[src/logic/ipc_pkg.sv]
package ipc_pkg;
    localparam int PRIO_W = 3;
    localparam int DSCP_W = 6;
    localparam int QUEUE_W = 3;
    localparam int NUM_PRIO = 8;
    localparam int NUM_DSCP = 64;
    localparam int NUM_PORTS = 8;
    localparam int PORT_W = 3;
    // Register byte offsets
    localparam logic [11:0] OFS_CTRL = 12'h000;
    localparam logic [11:0] OFS_GLOBAL_FB = 12'h004;
    localparam logic [11:0] OFS_STATUS = 12'h008;
    localparam logic [11:0] OFS_PORT_FB = 12'h040;
    localparam logic [11:0] OFS_QMAP = 12'h080;
    localparam logic [11:0] OFS_DSCP_MAP = 12'h100;
    // Control register fields
    localparam int CTRL_DSCP_EN_BIT = 0;
    localparam int CTRL_DSCP_OVER_TAG_BIT = 1;
    localparam int CTRL_QMAP_RESTORE_BIT = 2;
    // Type-of-service byte: code point sits in the upper six bits
    localparam int TOS_DSCP_LSB = 2;
    localparam logic [PRIO_W-1:0] FB_PRIO_RST = 3'h0;
    localparam logic [NUM_PRIO*QUEUE_W-1:0] QMAP_RST =
        {3'h7, 3'h6, 3'h5, 3'h4, 3'h3, 3'h1, 3'h0, 3'h2};
    typedef enum logic [1:0] {
        IPC_SRC_FALLBACK = 2'b00,
        IPC_SRC_TAG = 2'b01,
        IPC_SRC_DSCP = 2'b10
    } ipc_src_type;
endpackage

[src/logic/ipc_classifier.sv]
`timescale 1ns/1ps
module ipc_classifier #(
    parameter int NPORTS = ipc_pkg::NUM_PORTS
) (
    input wire logic clk_sys_i,
    input wire logic rstn_i,
    // APB slave
    input wire logic psel_i,
    input wire logic penable_i,
    input wire logic pwrite_i,
    input wire logic [11:0] paddr_i,
    input wire logic [31:0] pwdata_i,
    input wire logic [3:0] pstrb_i,
    output logic [31:0] prdata_o,
    output logic pready_o,
    output logic pslverr_o,
    // Frame descriptor from parser
    input wire logic frm_valid_i,
    input wire logic [ipc_pkg::PORT_W-1:0] frm_port_i,
    input wire logic frm_tagged_i,
    input wire logic [ipc_pkg::PRIO_W-1:0] frm_tag_prio_i,
    input wire logic frm_is_ip_i,
    input wire logic [7:0] frm_tos_i,
    // Result to egress queue selector
    output logic cls_valid_o,
    output logic [ipc_pkg::PRIO_W-1:0] cls_prio_o,
    output logic [ipc_pkg::QUEUE_W-1:0] egress_queue_index_o,
    output logic [1:0] cls_src_o
);
    import ipc_pkg::*;

    logic dscp_en_q;
    logic dscp_over_tag_q;
    logic [PRIO_W-1:0] global_fallback_setting_q;
    logic [PRIO_W-1:0] port_fb_q [NPORTS];
    logic [PRIO_W-1:0] dscp_map_q [NUM_DSCP];
    logic [NUM_PRIO*QUEUE_W-1:0] qmap_q;
    logic [31:0] frame_cnt_q;
    ipc_src_type src_d;
    logic [PRIO_W-1:0] prio_d;
    logic [DSCP_W-1:0] dscp;
    logic [PRIO_W-1:0] dscp_prio;
    logic [PRIO_W-1:0] fb_prio;
    logic [PRIO_W-1:0] port_idx;
    logic wr_en;
    logic rd_en;
    logic addr_ok;
    logic [31:0] rdata_d;

    // Whether an address is a word inside a window of registers, and its word index
    function automatic logic in_window(input logic [11:0] a,
                                       input logic [11:0] base,
                                       input int words);
        return (a >= base) && (a < base + 12'(words * 4)) &&
               (a[1:0] == 2'b00);
    endfunction

    function automatic logic [5:0] word_idx(input logic [11:0] a,
                                            input logic [11:0] base);
        logic [11:0] off;
        off = a - base;
        return off[7:2];
    endfunction

    // APB: zero wait states, every access completes in its access phase
    assign pready_o = 1'b1;
    assign wr_en = psel_i && penable_i && pwrite_i && pstrb_i[0];
    assign rd_en = psel_i && !penable_i && !pwrite_i;

    always_comb begin
        addr_ok = 1'b0;
        if ((paddr_i == OFS_CTRL) || (paddr_i == OFS_GLOBAL_FB) ||
            (paddr_i == OFS_STATUS)) begin
            addr_ok = 1'b1;
        end
        if (in_window(paddr_i, OFS_PORT_FB, NPORTS) ||
            in_window(paddr_i, OFS_QMAP, NUM_PRIO) ||
            in_window(paddr_i, OFS_DSCP_MAP, NUM_DSCP)) begin
            addr_ok = 1'b1;
        end
    end

    assign pslverr_o = psel_i && penable_i && !addr_ok;

    // Control: code-point enable and precedence mode
    always_ff @(posedge clk_sys_i or negedge rstn_i) begin
        if (!rstn_i) begin
            dscp_en_q <= 1'b0;
            dscp_over_tag_q <= 1'b0;
        end else if (wr_en && paddr_i == OFS_CTRL) begin
            dscp_en_q <= pwdata_i[CTRL_DSCP_EN_BIT];
            dscp_over_tag_q <= pwdata_i[CTRL_DSCP_OVER_TAG_BIT];
        end
    end

    // Last global value written, kept for readback
    always_ff @(posedge clk_sys_i or negedge rstn_i) begin
        if (!rstn_i) begin
            global_fallback_setting_q <= FB_PRIO_RST;
        end else if (wr_en && paddr_i == OFS_GLOBAL_FB) begin
            global_fallback_setting_q <= pwdata_i[PRIO_W-1:0];
        end
    end

    // Per-port fallback; a global write overwrites every port at once
    genvar gp;
    generate
        for (gp = 0; gp < NPORTS; gp++) begin : g_port
            always_ff @(posedge clk_sys_i or negedge rstn_i) begin
                if (!rstn_i) begin
                    port_fb_q[gp] <= FB_PRIO_RST;
                end else if (wr_en && paddr_i == OFS_GLOBAL_FB) begin
                    port_fb_q[gp] <= pwdata_i[PRIO_W-1:0];
                end else if (wr_en && in_window(paddr_i, OFS_PORT_FB, NPORTS)
                             && word_idx(paddr_i, OFS_PORT_FB) == 6'(gp)) begin
                    // Writing zero is the clear action
                    port_fb_q[gp] <= pwdata_i[PRIO_W-1:0];
                end
            end
        end
    endgenerate

    // Code-point table; not reset, software loads it before enabling
    always_ff @(posedge clk_sys_i) begin
        if (wr_en && in_window(paddr_i, OFS_DSCP_MAP, NUM_DSCP)) begin
            dscp_map_q[word_idx(paddr_i, OFS_DSCP_MAP)] <=
                pwdata_i[PRIO_W-1:0];
        end
    end

    // Queue table with restore to defaults in one write
    always_ff @(posedge clk_sys_i or negedge rstn_i) begin
        if (!rstn_i) begin
            qmap_q <= QMAP_RST;
        end else if (wr_en && paddr_i == OFS_CTRL &&
                     pwdata_i[CTRL_QMAP_RESTORE_BIT]) begin
            qmap_q <= QMAP_RST;
        end else if (wr_en && in_window(paddr_i, OFS_QMAP, NUM_PRIO)) begin
            qmap_q[word_idx(paddr_i, OFS_QMAP)*QUEUE_W +: QUEUE_W] <=
                pwdata_i[QUEUE_W-1:0];
        end
    end

    // Frame counter for status readback
    always_ff @(posedge clk_sys_i or negedge rstn_i) begin
        if (!rstn_i) begin
            frame_cnt_q <= 32'h0000_0000;
        end else if (frm_valid_i) begin
            frame_cnt_q <= frame_cnt_q + 32'h0000_0001;
        end
    end

    // Read mux, captured in setup so data is from a flop in access phase
    always_comb begin
        rdata_d = 32'h0000_0000;
        if (paddr_i == OFS_CTRL) begin
            rdata_d[CTRL_DSCP_EN_BIT] = dscp_en_q;
            rdata_d[CTRL_DSCP_OVER_TAG_BIT] = dscp_over_tag_q;
        end else if (paddr_i == OFS_GLOBAL_FB) begin
            rdata_d[PRIO_W-1:0] = global_fallback_setting_q;
        end else if (paddr_i == OFS_STATUS) begin
            rdata_d = frame_cnt_q;
        end else if (in_window(paddr_i, OFS_PORT_FB, NPORTS)) begin
            rdata_d[PRIO_W-1:0] =
                port_fb_q[PORT_W'(word_idx(paddr_i, OFS_PORT_FB))];
        end else if (in_window(paddr_i, OFS_QMAP, NUM_PRIO)) begin
            rdata_d[QUEUE_W-1:0] =
                qmap_q[word_idx(paddr_i, OFS_QMAP)*QUEUE_W +: QUEUE_W];
        end else if (in_window(paddr_i, OFS_DSCP_MAP, NUM_DSCP)) begin
            rdata_d[PRIO_W-1:0] = dscp_map_q[word_idx(paddr_i, OFS_DSCP_MAP)];
        end
    end

    always_ff @(posedge clk_sys_i or negedge rstn_i) begin
        if (!rstn_i) begin
            prdata_o <= 32'h0000_0000;
        end else if (rd_en) begin
            prdata_o <= rdata_d;
        end
    end

    // Classification
    assign dscp = frm_tos_i[7:TOS_DSCP_LSB];
    assign dscp_prio = dscp_map_q[dscp];
    // Out-of-range port numbers fall back to port 0 rather than X
    assign port_idx = (32'(frm_port_i) < NPORTS) ? frm_port_i : '0;
    assign fb_prio = port_fb_q[port_idx];

    always_comb begin
        src_d = IPC_SRC_FALLBACK;
        prio_d = fb_prio;
        if (dscp_en_q && frm_is_ip_i) begin
            if (frm_tagged_i && !dscp_over_tag_q) begin
                src_d = IPC_SRC_TAG;
                prio_d = frm_tag_prio_i;
            end else begin
                src_d = IPC_SRC_DSCP;
                prio_d = dscp_prio;
            end
        end else if (frm_tagged_i) begin
            src_d = IPC_SRC_TAG;
            prio_d = frm_tag_prio_i;
        end
    end

    always_ff @(posedge clk_sys_i or negedge rstn_i) begin
        if (!rstn_i) begin
            cls_valid_o <= 1'b0;
            cls_prio_o <= FB_PRIO_RST;
            egress_queue_index_o <= '0;
            cls_src_o <= IPC_SRC_FALLBACK;
        end else begin
            cls_valid_o <= frm_valid_i;
            if (frm_valid_i) begin
                cls_prio_o <= prio_d;
                egress_queue_index_o <=
                    qmap_q[prio_d*QUEUE_W +: QUEUE_W];
                cls_src_o <= src_d;
            end
        end
    end
endmodule

[config.mk]
export PLATFORM = sky130hd
export DESIGN_NAME = ipc_classifier
export DESIGN_NICKNAME = d
export VERILOG_FILES = /design/src/logic/ipc_pkg.sv /design/src/logic/ipc_classifier.sv
export SDC_FILE = /design/constraint.sdc
export NUM_CORES = 1
export LEC_CHECK = 0
export ABC_AREA = 1
export BUFFER_PORTS_ARGS = -buffer_cell sky130_fd_sc_hd__buf_2
export CAP_MARGIN = 20
export CORE_UTILIZATION = 25
export CTS_CLUSTER_DIAMETER = 150
export DETAILED_ROUTE_END_ITERATION = 10
export PLACE_DENSITY = 0.5
export SLEW_MARGIN = 10
export SYNTH_ARGS = -nofsm -noshare
export SYNTH_HDL_FRONTEND = slang
export SYNTH_SLANG_ARGS = --single-unit
[constraint.sdc]
create_clock -name clk_sys_i -period 4.81 [get_ports clk_sys_i]
set_input_delay 0.962 -clock clk_sys_i [delete_from_list [all_inputs] [get_ports clk_sys_i]]
set_output_delay 0.962 -clock clk_sys_i [all_outputs]
set_load 0.01 [all_outputs]
==> results.yml <==
setup_path:
  worstReg2RegStart: "dscp_map_q[22][0]"
  cp.arrival_ns: 2.96
  r2r_setup_slack_ns: 2.47
  critPathKind: "in2out"
  critPathMaxFanout: 23
  startpoint_type: "input pin"
  startpoint: "paddr_i[1]"
  critPathCaptureType: "output pin"
  required_ns: 3.85
  r2r_end: "egress_queue_index_o[0]"
  ff2ff_path_depth: 14
min_path:
  hp-class: "in2async"
synthesis:
  synth_edf_count: 192
  syn-instance-count: 1876
  synth_ff_type: "edfxtp_1"
  yosys.cell_types.count: 59
  synth-seq-cells: 318
  synth_compound_area_frac: 0.09977
  synth_area_leaders: "edfxtp_1, dfrtp_1, nand2_1"
  synth_warnings: 0
  synth_top_family_by_area: "simple AND/OR/NAND/NOR gates"
  yosys.area.top_type_share: 0.3488
  synth_xor_area_frac: 0.01431
  synth_area_leader_cell: "edfxtp_1"
  yosys.area_share.simple: 0.2716
  synthesis.area_um2: 16530
  async_reset_ff_frac: 0.3962
  yosysSeqAreaShare: 0.5405
  yosys.area_share.adder: 0.004542
  synth_mux_area_frac: 0.004088
  synth.top_cells.by_count: "nand2_1, nand3_1, edfxtp_1"
  synthMostInstantiatedCell: "nand2_1"
  syn_avg_cell_area_um2: 8.810
  synth_fp_nets: 1952
sta:
  rsz0062_at_grt: "false"
  finalSetupTns_ns: 0
  worst_pin_slew_ns: 0.8459
  skew_ns: 0.03022
  setup_violations: 0
  hold_viol_final: 0
  max_freq_mhz: 255.3
  hold_slack_ns: 0.3141
  relSlewSlack: 0.4361
  period_share: 0.8144
  maxSlewViolCount: 0
  finalCriticalPeriod_ns: 3.917
outcome:
  status: "complete, no violations"
floorplan:
  rows: 93
  die_height_um: 259.1
  core_um2: 64930
  dieArea_um2: 67150
  num_io_pins: 113
  start_util: 0.2546
  die_w_um: 259.1
clocking:
  clockRootBuffer: "clkbuf_16"
  htreeDepth: 2
  cts_sinks: 318
  ctsHoldBuffers: 0
  clkTransAtPathRegs_ns: 0.06
  tritoncts: "built"
  clk_latency_ns: 0.55
  postCtsSetupRepairBufs: 0
  ctsLongestPathBuffers: 3
  cts.repair.resized: 0
  cts_inserted_buffers: 37
detailed_routing:
  routed_wl_um: 53500
  vias_per_cell: 4.928
  drcViolationCount: 0
  drtAntennaViolNets: 0
  wl_per_cell_um: 18.99
  dr.pass1.iters: 5
  drt-initial-drc-count: 1141
  vias: 13880
run:
  max_cap_viol_count: 0
cells_and_area:
  final_area_um2: 18970
  drive_above_1_share: 0.1316
  nFillCells: 6881
  ff_latch_area_um2: 8934
  multi_input_area_um2: 6521
  final_nets: 2011
  area_growth_pct: 14.77
pwr:
  irDropWorstVdd_mv: 0.2286
  internal_power_uw: 4746
  pwr-share-clk: 0.434
  finalPower_uw: 6428
  p_seq_frac: 0.466
  p_sw_uw: 1681
  comb_power_share: 0.100
  power_density_nw_per_um2: 338.9
  swShare: 0.2616
  leakagePower_uw: 0.007797
global_route:
  grt_pass1_wl_um: 82530
  grt_pass1_vias: 13770
  grt_max_degree: 84
  grt_overflow: 0
  grtUsageTotal: 0.1584
  grt_antenna_before_repair: 3
placement:
  placed_area_um2: 17770
  gp_congestion: 0.9019
  port-buffer-count: 77
  hpwl_um: 36700
## sequential cells by signal, summed over array words and instances (netlist names)
signal and flops:
cls_src_o 2, dscp_over_tag_q 1, frame_cnt_q 32, dscp_en_q 1, cls_prio_o 3, port_fb_q 24
egress_queue_index_o 3, dscp_map_q 192, qmap_q 24, prdata_o 32, global_fallback_setting_q 3, cls_valid_o 1
## worst max-delay path: stages
cell and delay, ns:
buf_2 0.09, nor2_1 0.39, inv_1 0.16, nor2_2 0.22, nand3_1 0.10, buf_4 0.24
inv_1 0.44, nor4_1 0.14, buf_2 0.19
## kinds of logic (layout without fill, tap and decap cells)
family,after synthesis,after routing
DFF,318,318
buffers and inverters,238,323
other,1,2
xor gates and xnor gates,27,27
muxes,6,6
and+or+nand+nor,1010,1010
adders and majority gates,6,6
AOI/OAI and AO/OA,270,270
## through the flow
| step | util | instances | worst slack, ns |
|---|---|---|---|
| floorplan | - | 1876 | 1.142 |
| global placement | 0.2737 | 2750 | 0.9753 |
| detailed placement | 0.2737 | 2750 | 0.9290 |
| CTS | 0.2917 | 2815 | 0.9408 |
| global route | 0.2921 | 2816 | 0.8089 |
| finish | 0.2922 | 2817 | 0.8929 |
## placed cells by master (no fill, tap or decap), drive strengths merged, types with 17 or more instances in the layout
cell	Yosys	routed
nand2	505	505
nand3	238	238
nor2	204	204
edfxtp	192	192
inv	147	148
dfrtp	114	114
buf	72	111
o21ai	99	99
o22ai	57	57
a21oi	47	47
clkbuf	19	46
nor3	35	35
xor2	25	25
o41ai	23	23
nand4	17	17
## metal layers
| layer | up-vias | part of all wire | track usage |
|---|---|---|---|
| li1 | 6541 | - | - |
| met5 | - | 0.00041 | 0 |
| met4 | 4 | 0.021 | 0.03813 |
| met1 | 6685 | 0.45 | 0.2216 |
| met2 | 567 | 0.45 | 0.2506 |
| met3 | 84 | 0.078 | 0.03017 |
## worst max path at each step
| stage | end | slack (ns) | cells after the start |
|---|---|---|---|
| finish | pslverr_o | 0.89 | 9 |
| CTS | pslverr_o | 0.94 | 9 |
| floorplan | pslverr_o | 1.14 | 9 |
| global placement | pslverr_o | 0.98 | 9 |
| detailed placement | egress_queue_index_o[1] | 0.93 | 17 |
| global route | pslverr_o | 0.81 | 9 |
## power groups by stage
stage                     clock [µW]  combinational, µW  sequential [µW]
after floorplan                    0                388             3040
after global placement             0                631             3050
after detailed placement           0                637             3050
after CTS                       2850                641             2990
after global routing            2940                710             3000
final                           2790                643             2990
## area by class of cell
| cell class | instances | area share |
|---|---|---|
| inverters | 147 | 0.02935 |
| well taps | 855 | 0.05640 |
| clock inverters | 19 | 0.009432 |
| clock buffers | 46 | 0.05224 |
| flip-flops and latches | 318 | 0.4709 |
| diodes | 1 | 0.0001319 |
| repair buffers | 111 | 0.03773 |
| multi-input cells | 1320 | 0.3438 |
Power figures use the tool's default switching activity.
